**src/rtl/smbus_temp_pkg.sv**
```systemverilog
package smbus_temp_pkg;
    // register pointer values
    localparam logic [7:0] PTR_RESET = 8'h00;
    localparam logic [7:0] PTR_STATUS = 8'h02;
    localparam logic [7:0] PTR_CONFIG = 8'h03;
    localparam logic [7:0] PTR_FILTER = 8'h06;
    localparam logic [7:0] PTR_COMP_MODE = 8'h07;
    localparam logic [7:0] PTR_ONESHOT = 8'h0F;
    localparam logic [7:0] PTR_LOCAL_MSB = 8'h10;
    localparam logic [7:0] PTR_REM1_MSB = 8'h11;
    localparam logic [7:0] PTR_REM2_MSB = 8'h12;
    localparam logic [7:0] PTR_LOCAL_LSB = 8'h20;
    localparam logic [7:0] PTR_REM1_LSB = 8'h21;
    localparam logic [7:0] PTR_REM2_LSB = 8'h22;
    localparam logic [7:0] PTR_MODEL = 8'h30;
    localparam logic [7:0] PTR_MFR_ID = 8'hFE;
    localparam logic [7:0] PTR_REV_ID = 8'hFF;
    // reset values
    localparam logic [7:0] CONFIG_RST = 8'h00;
    localparam logic [7:0] FILTER_RST = 8'h05;
    localparam logic [7:0] MODEL_RST = 8'h01;
    localparam logic [7:0] COMP_MODE_RST = 8'h01;
    // field positions
    localparam int CFG_UNSIGNED1_BIT = 1;
    localparam int CFG_UNSIGNED2_BIT = 2;
    localparam int CFG_STANDBY_BIT = 6;
    localparam int FILT1_BIT = 0;
    localparam int FILT2_BIT = 2;
    localparam int ST_BUSY_BIT = 7;
    // temperature word formats
    localparam logic [15:0] REM_FAULT_SIGNED = 16'h8000;
    localparam logic [15:0] REM_FAULT_UNSIGNED = 16'hFFE0;
    localparam logic [15:0] MASK_FILT_ON = 16'hFFF8;
    localparam logic [15:0] MASK_FILT_OFF = 16'hFFE0;
    localparam logic [9:0] LOCAL_MAX = 10'h1FF;
    localparam logic [9:0] LOCAL_MIN = 10'h200;
    localparam logic [3:0] BITS_PER_BYTE = 4'h8;
    // timing
    localparam int TIMEOUT_MS = 35;
    localparam int CLK_HZ = 40000000;
    localparam int TIMEOUT_CYC = TIMEOUT_MS * (CLK_HZ / 1000);
    // identity values are arbitrary
    localparam logic [6:0] SLAVE_ADDR_DEF = 7'h2B;
    localparam logic [7:0] MFR_ID_DEF = 8'h5A;
    localparam logic [7:0] REV_ID_DEF = 8'h3C;

    typedef enum logic [9:0] {
        ST_IDLE = 10'h001,
        ST_ADDR = 10'h002,
        ST_ADDR_ACK = 10'h004,
        ST_CMD = 10'h008,
        ST_CMD_ACK = 10'h010,
        ST_WDATA = 10'h020,
        ST_WDATA_ACK = 10'h040,
        ST_RDATA = 10'h080,
        ST_RDATA_ACK = 10'h100,
        ST_IGNORE = 10'h200
    } bus_state_t;
endpackage

```
**src/rtl/smbus_temp_sensor_slave_port.sv**
```systemverilog
`timescale 1ns/1ps
module smbus_temp_sensor_slave_port #(
    parameter int TIMEOUT_CYCLES = smbus_temp_pkg::TIMEOUT_CYC,
    parameter logic [6:0] SLAVE_ADDR = smbus_temp_pkg::SLAVE_ADDR_DEF,
    parameter logic [7:0] MFR_ID = smbus_temp_pkg::MFR_ID_DEF,
    parameter logic [7:0] REV_ID = smbus_temp_pkg::REV_ID_DEF
) (
    // clock and reset
    input wire logic clk_sys,
    input wire logic rst,
    // bus pins
    input wire logic scl_in,
    input wire logic sda_in,
    output logic sda_out,
    output logic sda_oe_n,
    // conversion results
    input wire logic conv_done,
    input wire logic conv_busy,
    input wire logic [11:0] local_raw,
    input wire logic [13:0] remote1_raw,
    input wire logic [13:0] remote2_raw,
    input wire logic [1:0] diode_open,
    input wire logic [1:0] diode_short_dminus,
    // conversion control
    output logic standby,
    output logic oneshot_start,
    output logic [1:0] filter_on,
    output logic [1:0] model_sel,
    output logic [1:0] comp_mode_on
);
    localparam int TO_W = $clog2(TIMEOUT_CYCLES + 1);

    // clamp, fault-force and mask one remote reading
    function automatic logic [15:0] rem_word(input logic [13:0] raw, input logic uns,
                                             input logic filt, input logic fault);
        logic [12:0] c;
        c = raw[12:0];
        if (uns && raw[13])
            c = '0;
        else if (!uns && raw[13] != raw[12])
            c = raw[13] ? {1'b1, 12'h000} : {1'b0, 12'hFFF};
        if (fault)
            rem_word = uns ? smbus_temp_pkg::REM_FAULT_UNSIGNED
                           : smbus_temp_pkg::REM_FAULT_SIGNED;
        else
            rem_word = {c, 3'h0} & (filt ? smbus_temp_pkg::MASK_FILT_ON
                                         : smbus_temp_pkg::MASK_FILT_OFF);
    endfunction

    logic scl_s1_q, scl_s2_q, scl_s3_q, sda_s1_q, sda_s2_q, sda_s3_q;
    smbus_temp_pkg::bus_state_t state_q;
    logic [3:0] bit_cnt_q;
    logic [7:0] shift_q, tx_q, ptr_q, config_q, filter_q, model_q, comp_mode_q;
    logic rnw_q, nack_q, oe_n_q, oneshot_q;
    logic [TO_W-1:0] to_cnt_q;
    logic [9:0] local_q;
    logic [15:0] remote_q [2];
    logic [1:0] miss_q, lock_q;
    logic [7:0] lk_byte_q [2];
    logic [7:0] rd_byte;

    // synchronisers; the third stage only feeds edge detection
    // reset to the idle bus level so no false edge follows reset
    always_ff @(posedge clk_sys)
    begin
        if (rst)
        begin
            scl_s1_q <= 1'b1;
            scl_s2_q <= 1'b1;
            scl_s3_q <= 1'b1;
            sda_s1_q <= 1'b1;
            sda_s2_q <= 1'b1;
            sda_s3_q <= 1'b1;
        end
        else
        begin
            scl_s1_q <= scl_in;
            scl_s2_q <= scl_s1_q;
            scl_s3_q <= scl_s2_q;
            sda_s1_q <= sda_in;
            sda_s2_q <= sda_s1_q;
            sda_s3_q <= sda_s2_q;
        end
    end

    wire scl_rise = scl_s2_q && !scl_s3_q;
    wire scl_fall = !scl_s2_q && scl_s3_q;
    wire start_evt = scl_s2_q && scl_s3_q && !sda_s2_q && sda_s3_q;
    wire stop_evt = scl_s2_q && scl_s3_q && sda_s2_q && !sda_s3_q;
    wire bus_low = !scl_s2_q || !sda_s2_q;
    wire to_fire = bus_low && (to_cnt_q == TO_W'(TIMEOUT_CYCLES));
    wire receiving = state_q == smbus_temp_pkg::ST_ADDR || state_q == smbus_temp_pkg::ST_CMD
                     || state_q == smbus_temp_pkg::ST_WDATA;
    wire byte_in = scl_fall && bit_cnt_q == smbus_temp_pkg::BITS_PER_BYTE;
    wire addr_hit = shift_q[7:1] == SLAVE_ADDR;
    wire cmd_stb = byte_in && state_q == smbus_temp_pkg::ST_CMD;
    wire wr_stb = byte_in && state_q == smbus_temp_pkg::ST_WDATA;
    wire rd_load = scl_fall && ((state_q == smbus_temp_pkg::ST_ADDR_ACK && rnw_q)
                   || (state_q == smbus_temp_pkg::ST_RDATA_ACK && !nack_q));
    wire [1:0] uns_sel = {config_q[smbus_temp_pkg::CFG_UNSIGNED2_BIT],
                          config_q[smbus_temp_pkg::CFG_UNSIGNED1_BIT]};
    wire [1:0] filt_sel = {filter_q[smbus_temp_pkg::FILT2_BIT],
                           filter_q[smbus_temp_pkg::FILT1_BIT]};
    wire [1:0] fault = diode_open | (diode_short_dminus & ~comp_mode_q[1:0]);
    wire local_ovf = local_raw[11:9] != {3{local_raw[9]}};
    wire [9:0] local_clamp = !local_ovf ? local_raw[9:0]
                             : (local_raw[11] ? smbus_temp_pkg::LOCAL_MIN
                                              : smbus_temp_pkg::LOCAL_MAX);

    // timeout: bus held low past the limit
    always_ff @(posedge clk_sys)
    begin
        if (rst || !bus_low)
            to_cnt_q <= '0;
        else if (!to_fire)
            to_cnt_q <= to_cnt_q + 1'b1;
    end

    // read selection; temperature low bytes carry zeros in unused bits
    always_comb
    begin
        case (ptr_q)
            smbus_temp_pkg::PTR_RESET, smbus_temp_pkg::PTR_LOCAL_MSB: rd_byte = local_q[9:2];
            smbus_temp_pkg::PTR_LOCAL_LSB: rd_byte = {local_q[1:0], 6'h00};
            smbus_temp_pkg::PTR_REM1_MSB: rd_byte = remote_q[0][15:8];
            smbus_temp_pkg::PTR_REM2_MSB: rd_byte = remote_q[1][15:8];
            smbus_temp_pkg::PTR_REM1_LSB: rd_byte = lock_q[0] ? lk_byte_q[0] : remote_q[0][7:0];
            smbus_temp_pkg::PTR_REM2_LSB: rd_byte = lock_q[1] ? lk_byte_q[1] : remote_q[1][7:0];
            smbus_temp_pkg::PTR_STATUS: rd_byte = {conv_busy, 3'h0, comp_mode_q[1:0], miss_q};
            smbus_temp_pkg::PTR_CONFIG: rd_byte = config_q;
            smbus_temp_pkg::PTR_FILTER: rd_byte = filter_q;
            smbus_temp_pkg::PTR_COMP_MODE: rd_byte = comp_mode_q;
            smbus_temp_pkg::PTR_MODEL: rd_byte = model_q;
            smbus_temp_pkg::PTR_MFR_ID: rd_byte = MFR_ID;
            smbus_temp_pkg::PTR_REV_ID: rd_byte = REV_ID;
            default: rd_byte = 8'h00;
        endcase
    end

    // bus state machine; samples on scl rise, changes sda after scl fall
    always_ff @(posedge clk_sys)
    begin
        if (rst)
        begin
            state_q <= smbus_temp_pkg::ST_IDLE;
            bit_cnt_q <= 4'h0;
            shift_q <= 8'h00;
            tx_q <= 8'h00;
            rnw_q <= 1'b0;
            nack_q <= 1'b1;
            oe_n_q <= 1'b1;
        end
        else if (to_fire || stop_evt)
        begin
            state_q <= smbus_temp_pkg::ST_IDLE;
            oe_n_q <= 1'b1;
        end
        else if (start_evt)
        begin
            state_q <= smbus_temp_pkg::ST_ADDR;
            bit_cnt_q <= 4'h0;
            oe_n_q <= 1'b1;
        end
        else if (scl_rise)
        begin
            shift_q <= {shift_q[6:0], sda_s2_q};
            nack_q <= sda_s2_q;
            if (receiving)
                bit_cnt_q <= bit_cnt_q + 4'h1;
        end
        else if (scl_fall)
        begin
            case (state_q)
                smbus_temp_pkg::ST_ADDR:
                    if (byte_in)
                    begin
                        state_q <= addr_hit ? smbus_temp_pkg::ST_ADDR_ACK
                                            : smbus_temp_pkg::ST_IGNORE;
                        oe_n_q <= !addr_hit;
                        rnw_q <= shift_q[0];
                    end
                smbus_temp_pkg::ST_ADDR_ACK:
                begin
                    bit_cnt_q <= 4'h0;
                    state_q <= rnw_q ? smbus_temp_pkg::ST_RDATA : smbus_temp_pkg::ST_CMD;
                    tx_q <= rd_byte;
                    oe_n_q <= rnw_q ? rd_byte[7] : 1'b1;
                end
                smbus_temp_pkg::ST_CMD:
                    if (byte_in)
                    begin
                        state_q <= smbus_temp_pkg::ST_CMD_ACK;
                        oe_n_q <= 1'b0;
                    end
                smbus_temp_pkg::ST_CMD_ACK:
                begin
                    state_q <= smbus_temp_pkg::ST_WDATA;
                    bit_cnt_q <= 4'h0;
                    oe_n_q <= 1'b1;
                end
                smbus_temp_pkg::ST_WDATA:
                    if (byte_in)
                    begin
                        state_q <= smbus_temp_pkg::ST_WDATA_ACK;
                        oe_n_q <= 1'b0;
                    end
                smbus_temp_pkg::ST_WDATA_ACK:
                begin
                    state_q <= smbus_temp_pkg::ST_IGNORE;
                    oe_n_q <= 1'b1;
                end
                smbus_temp_pkg::ST_RDATA:
                    if (bit_cnt_q == 4'h7)
                    begin
                        state_q <= smbus_temp_pkg::ST_RDATA_ACK;
                        oe_n_q <= 1'b1;
                    end
                    else
                    begin
                        bit_cnt_q <= bit_cnt_q + 4'h1;
                        tx_q <= {tx_q[6:0], 1'b0};
                        oe_n_q <= tx_q[6];
                    end
                smbus_temp_pkg::ST_RDATA_ACK:
                begin
                    state_q <= nack_q ? smbus_temp_pkg::ST_IGNORE
                                      : smbus_temp_pkg::ST_RDATA;
                    bit_cnt_q <= 4'h0;
                    tx_q <= rd_byte;
                    oe_n_q <= nack_q ? 1'b1 : rd_byte[7];
                end
                default:
                    state_q <= state_q;
            endcase
        end
    end

    // pointer and writable registers
    always_ff @(posedge clk_sys)
    begin
        if (rst)
        begin
            ptr_q <= smbus_temp_pkg::PTR_RESET;
            config_q <= smbus_temp_pkg::CONFIG_RST;
            filter_q <= smbus_temp_pkg::FILTER_RST;
            model_q <= smbus_temp_pkg::MODEL_RST;
            comp_mode_q <= smbus_temp_pkg::COMP_MODE_RST;
            oneshot_q <= 1'b0;
        end
        else
        begin
            if (cmd_stb)
                ptr_q <= shift_q;
            if (wr_stb && ptr_q == smbus_temp_pkg::PTR_CONFIG)
                config_q <= shift_q;
            if (wr_stb && ptr_q == smbus_temp_pkg::PTR_FILTER)
                filter_q <= shift_q;
            if (wr_stb && ptr_q == smbus_temp_pkg::PTR_MODEL)
                model_q <= shift_q;
            if (wr_stb && ptr_q == smbus_temp_pkg::PTR_COMP_MODE)
                comp_mode_q <= shift_q;
            oneshot_q <= wr_stb && ptr_q == smbus_temp_pkg::PTR_ONESHOT
                         && config_q[smbus_temp_pkg::CFG_STANDBY_BIT];
        end
    end

    // conversion results and low-byte freeze
    always_ff @(posedge clk_sys)
    begin
        if (rst)
        begin
            local_q <= 10'h000;
            miss_q <= 2'b00;
            lock_q <= 2'b00;
            for (int i = 0; i < 2; i++)
            begin
                remote_q[i] <= 16'h0000;
                lk_byte_q[i] <= 8'h00;
            end
        end
        else
        begin
            if (conv_done)
            begin
                local_q <= local_clamp;
                miss_q <= fault;
                remote_q[0] <= rem_word(remote1_raw, uns_sel[0], filt_sel[0], fault[0]);
                remote_q[1] <= rem_word(remote2_raw, uns_sel[1], filt_sel[1], fault[1]);
            end
            for (int i = 0; i < 2; i++)
            begin
                if (rd_load && ptr_q == smbus_temp_pkg::PTR_REM1_MSB + 8'(i))
                begin
                    lock_q[i] <= 1'b1;
                    lk_byte_q[i] <= remote_q[i][7:0];
                end
                else if (rd_load && ptr_q == smbus_temp_pkg::PTR_REM1_LSB + 8'(i))
                    lock_q[i] <= 1'b0;
            end
        end
    end

    assign sda_out = 1'b0;
    assign sda_oe_n = oe_n_q;
    assign standby = config_q[smbus_temp_pkg::CFG_STANDBY_BIT];
    assign oneshot_start = oneshot_q;
    assign filter_on = filt_sel;
    assign model_sel = model_q[1:0];
    assign comp_mode_on = comp_mode_q[1:0];
endmodule
```
**config.mk**
```make
export PLATFORM = sky130hd
export DESIGN_NAME = smbus_temp_sensor_slave_port
export DESIGN_NICKNAME = d
export VERILOG_FILES = /design/src/rtl/smbus_temp_pkg.sv /design/src/rtl/smbus_temp_sensor_slave_port.sv
export SDC_FILE = /design/constraint.sdc
export NUM_CORES = 1
export LEC_CHECK = 0
export ABC_AREA = 1
export BUFFER_PORTS_ARGS = -buffer_cell sky130_fd_sc_hd__buf_2
export CAP_MARGIN = 20
export CORE_AREA = 2 2 126 177
export DETAILED_ROUTE_END_ITERATION = 10
export DIE_AREA = 0 0 128 179
export GPL_ROUTABILITY_DRIVEN = 0
export PLACE_DENSITY_LB_ADDON = 0.12
export SETUP_SLACK_MARGIN = 0.15
export SLEW_MARGIN = 20
export SYNTH_ARGS = -nofsm -noshare
export SYNTH_HDL_FRONTEND = slang
export SYNTH_SLANG_ARGS = --single-unit
```
**constraint.sdc**
```tcl
create_clock -name clk_sys -period 5.5 [get_ports clk_sys]
set_clock_uncertainty 0.15 [all_clocks]
set_input_delay 1.1 -clock clk_sys [delete_from_list [all_inputs] [get_ports clk_sys]]
set_output_delay 1.1 -clock clk_sys [all_outputs]
set_load 0.05 [all_outputs]
```
==> impl_metrics.env <==
export IMPL_syn_instance_count=1204
export IMPL_mappedNetlistNets=1262
export IMPL_layout_worst_path_cycle_share_pct=50.45
export IMPL_report_power_total_w=0.002420
export IMPL_post_drt_wl_per_cell_um=14.62
export IMPL_htreeDepth=4
export IMPL_critPathRequiredTime_ps=5400
export IMPL_die_height_um=179
export IMPL_power_switching_w=0.0006194
export IMPL_maxSlewHeadroom_pct=36.52
export IMPL_worst_ep_arrival_time_ps=2670
export IMPL_crit_chain="buf_2, clkinv_1, nand2_1"
export IMPL_largest_net_degree_at_the_start_of_global_routing=50
export IMPL_result_of_the_run="finished clean"
export IMPL_worst_pin_slew_ps=949.9
export IMPL_syn_area_um2=8412
export IMPL_globalRoute_totalOverflow=0
export IMPL_seq_area_frac_synth_pct=39.98
export IMPL_first_pass_grt_wire_length_um=36050
export IMPL_reg2reg_to="state_q[4]"
export IMPL_post_cts_repair_setup_buffers=0
export IMPL_synth_async_sr_flop_share_pct=0
export IMPL_worst_hold_path_num_cells=1
export IMPL_synth_top_cell_by_area="sky130_fd_sc_hd__dfxtp_1"
export IMPL_number_of_setup_violations_in_the_final_report=0
export IMPL_dominantRegCellSynth="sky130_fd_sc_hd__dfxtp_1"
export IMPL_critPathMaxStageDelay_ps=950
export IMPL_power_combinational_fraction_pct=6.1
export IMPL_design_portCount=60
export IMPL_crit_path_end_kind="flip-flop"
export IMPL_tritoncts_num_buffers=17
export IMPL_antenna_violating_nets_post_route=0
export IMPL_port_buffer_count=58
export IMPL_intPower_w=0.001801
export IMPL_drc=0
export IMPL_ctsLongestPathBuffers=2
export IMPL_number_of_antenna_violations_at_the_first_check_in_global_routing=0
export IMPL_post_dp_hpwl_um=16870
export IMPL_holdBufCountCts=0
export IMPL_floorplan_core_area_um2=21460
export IMPL_timing_setup_tns_ps=0
export IMPL_busiest_grt_layer="met2"
export IMPL_max_freq_ghz=0.3604
export IMPL_synth_edf_count=36
export IMPL_rsz0062_at_grt="false"
export IMPL_area_delta_synth_final_pct=11.38
export IMPL_clkSlewWorstSetupHoldPaths_ps=70
export IMPL_global_route_usage_met3_pct=3.521
export IMPL_finalHoldViolCount=0
export IMPL_synthTopCellsByArea="sky130_fd_sc_hd__dfxtp_1, sky130_fd_sc_hd__nand2_1, sky130_fd_sc_hd__edfxtp_1"
export IMPL_dr_first_iter_drc_count=400
export IMPL_crit_path_start_kind="primary input"
export IMPL_pwr_share_clk_pct=45.6
export IMPL_postRouteWirelength_um=22240
export IMPL_yosys_register_bits=150
export IMPL_reg2reg_setup_slack_ps=3220
export IMPL_sw_frac_of_total_pct=25.59
export IMPL_cts_sink_count=150
export IMPL_synth_warnings=0
export IMPL_fp_dieArea_um2=22910
export IMPL_num_nets_final=1302
export IMPL_hold_path_end="sda_s2_q"
export IMPL_pd_cells_nw_per_um2=258.3
export IMPL_clock_tree_root_cell="sky130_fd_sc_hd__clkbuf_16"
export IMPL_antenna_cells=0
export IMPL_worst_min_path_start="sda_s1_q"
export IMPL_vdd_ir_drop_max_v=0.0001963
export IMPL_finalNonFillerCells=1521
export IMPL_fp_dieW_um=128
export IMPL_r2r_start="scl_s2_q"
export IMPL_rows=64
export IMPL_post_route_min_period_ps=2775
export IMPL_worst_hold_path_type="reg2reg"
export IMPL_crit_slowest_cell="sky130_fd_sc_hd__nand2_1"
export IMPL_max_cap_viol_count=0
export IMPL_route_detailed_vias_per_inst=4.874
export IMPL_start_util_pct=39.20
export IMPL_grt_util_all_layers_pct=20.46
export IMPL_worstSetupPathType="in2reg"
export IMPL_yosysTopAreaCellShare_pct=27.13
export IMPL_drive_above_1_share_pct=15.04
export IMPL_timing_final_max_slew_violations=0
export IMPL_sequential_fraction_of_design_power_pct=48.3
export IMPL_met1_usage_pct=22.44
export IMPL_critical_path_max_fanout=26
export IMPL_static_leakage_nw=4.231
export IMPL_number_of_cells_after_detailed_placement=1489
export IMPL_tritoncts="yes"
export IMPL_avgSynthCellArea_um2=6.987
export IMPL_ctsResizeCount=0
export IMPL_reg2regPathDepth=7
export IMPL_grt_pass1_vias=7058
export IMPL_worstSkewPairLatency_ps=430
export IMPL_drt_first_pass_iters=4
export IMPL_distinct_cell_type_count_after_synthesis=44
export IMPL_grt_util_met2_pct=38.73
export IMPL_route_vias_total=7413
## final cells by class
type / instances / area, um^2
fillers: 2313 / 12090
multi-input cells: 862 / 4240
flip-flops and latches: 150 / 3363
inverters: 152 / 570.5
clock buffers: 18 / 439.2
well taps: 264 / 330.3
repair buffers: 61 / 312.8
clock inverters: 14 / 112.6
## sequential cells by signal (all words and copies together), names as in the netlist, 10 cells and up
name       count
lk_byte_q     10
local_q       10
remote_q      26
state_q       10
to_cnt_q      21
## through the flow
step | setup slack (ps) | instance area (um^2) | util, % | hold slack, ps
4_1_cts | 2694 | 9369 | 43.66 | 263.9
5_1_grt | 2522 | 9369 | 43.66 | 269.8
2_1_floorplan | 2524 | 8412 | - | 239.5
3_3_place_gp | 2272 | 8817 | 41.09 | 249.3
3_5_place_dp | 2222 | 8817 | 41.09 | 247.6
6_report | 2725 | 9369 | 43.66 | 260.6
## power by group through the flow
stage | Sequential (W) | Clock, W | Combinational, W
floorplan | 0.00119 | 0 | 0.000102
global placement | 0.00119 | 0 | 0.000149
detailed placement | 0.00119 | 0 | 0.000150
CTS | 0.00117 | 0.00113 | 0.000150
global route | 0.00117 | 0.00118 | 0.000170
finish | 0.00117 | 0.00110 | 0.000148
## cell usage after synthesis (all sizes together), types with 3 or more instances
cell type,number
nor3,6
edfxtp,36
buf,18
nand4,15
xor2,6
nor2,241
or2,4
a21oi,57
a211oi,36
o211ai,4
dfxtp,114
ha,8
nand2,335
clkbuf,22
inv,149
clkinv,3
o21ai,60
nand3,79
## worst max-delay path, delay by kind of cell
kind          cells  cell delay [ps]
simple gates      1              950
buf+inv           2              610
## layout by cell type (no fill, tap or decap), drive strengths merged
cell type and n:
nand2 335, nor2 241, inv 157, dfxtp 114, nand3 79, buf 61, o21ai 60, a21oi 57
edfxtp 36, a211oi 36, clkbuf 18, nand4 15, ha 8, xor2 6, nor3 6, clkinv 6
or2 4, o211ai 4, clkinvlp 3, o21a 2, nand3b 2, o31ai 2, and2 1, a31oi 1
o22ai 1, o2111ai 1, conb 1
## routing by layer
metal | wire length (um) | share of wire, %
met1 | 9134 | 41
met3 | 648 | 2.9
met4 | 706 | 3.2
met2 | 11750 | 53
met5 | 0 | 0
## how the worst max path moves through the flow
stage | start | to | cells after the start
floorplan | rst | remote_q[0][10] | 5
global placement | rst | remote_q[0][6] | 3
global route | rst | remote_q[0][7] | 3
finish | rst | remote_q[0][28] | 3
detailed placement | rst | remote_q[0][5] | 3
CTS | rst | remote_q[0][28] | 3
## kinds of logic (layout without fill, tap and decap cells)
kind of cell / count (synthesis) / after routing / share of synthesized area (%)
AO/OA/AOI/OAI: 164 / 164 / 13.13
XOR/XNOR: 6 / 6 / 0.6247
adder cells (fa/ha/maj): 8 / 8 / 1.190
buffers and inverters: 192 / 245 / 9.609
flip-flops: 150 / 150 / 39.98
other: 1 / 1 / 0.04458
AND/OR/NAND/NOR: 683 / 683 / 35.42
Power figures use the tool's default switching activity.
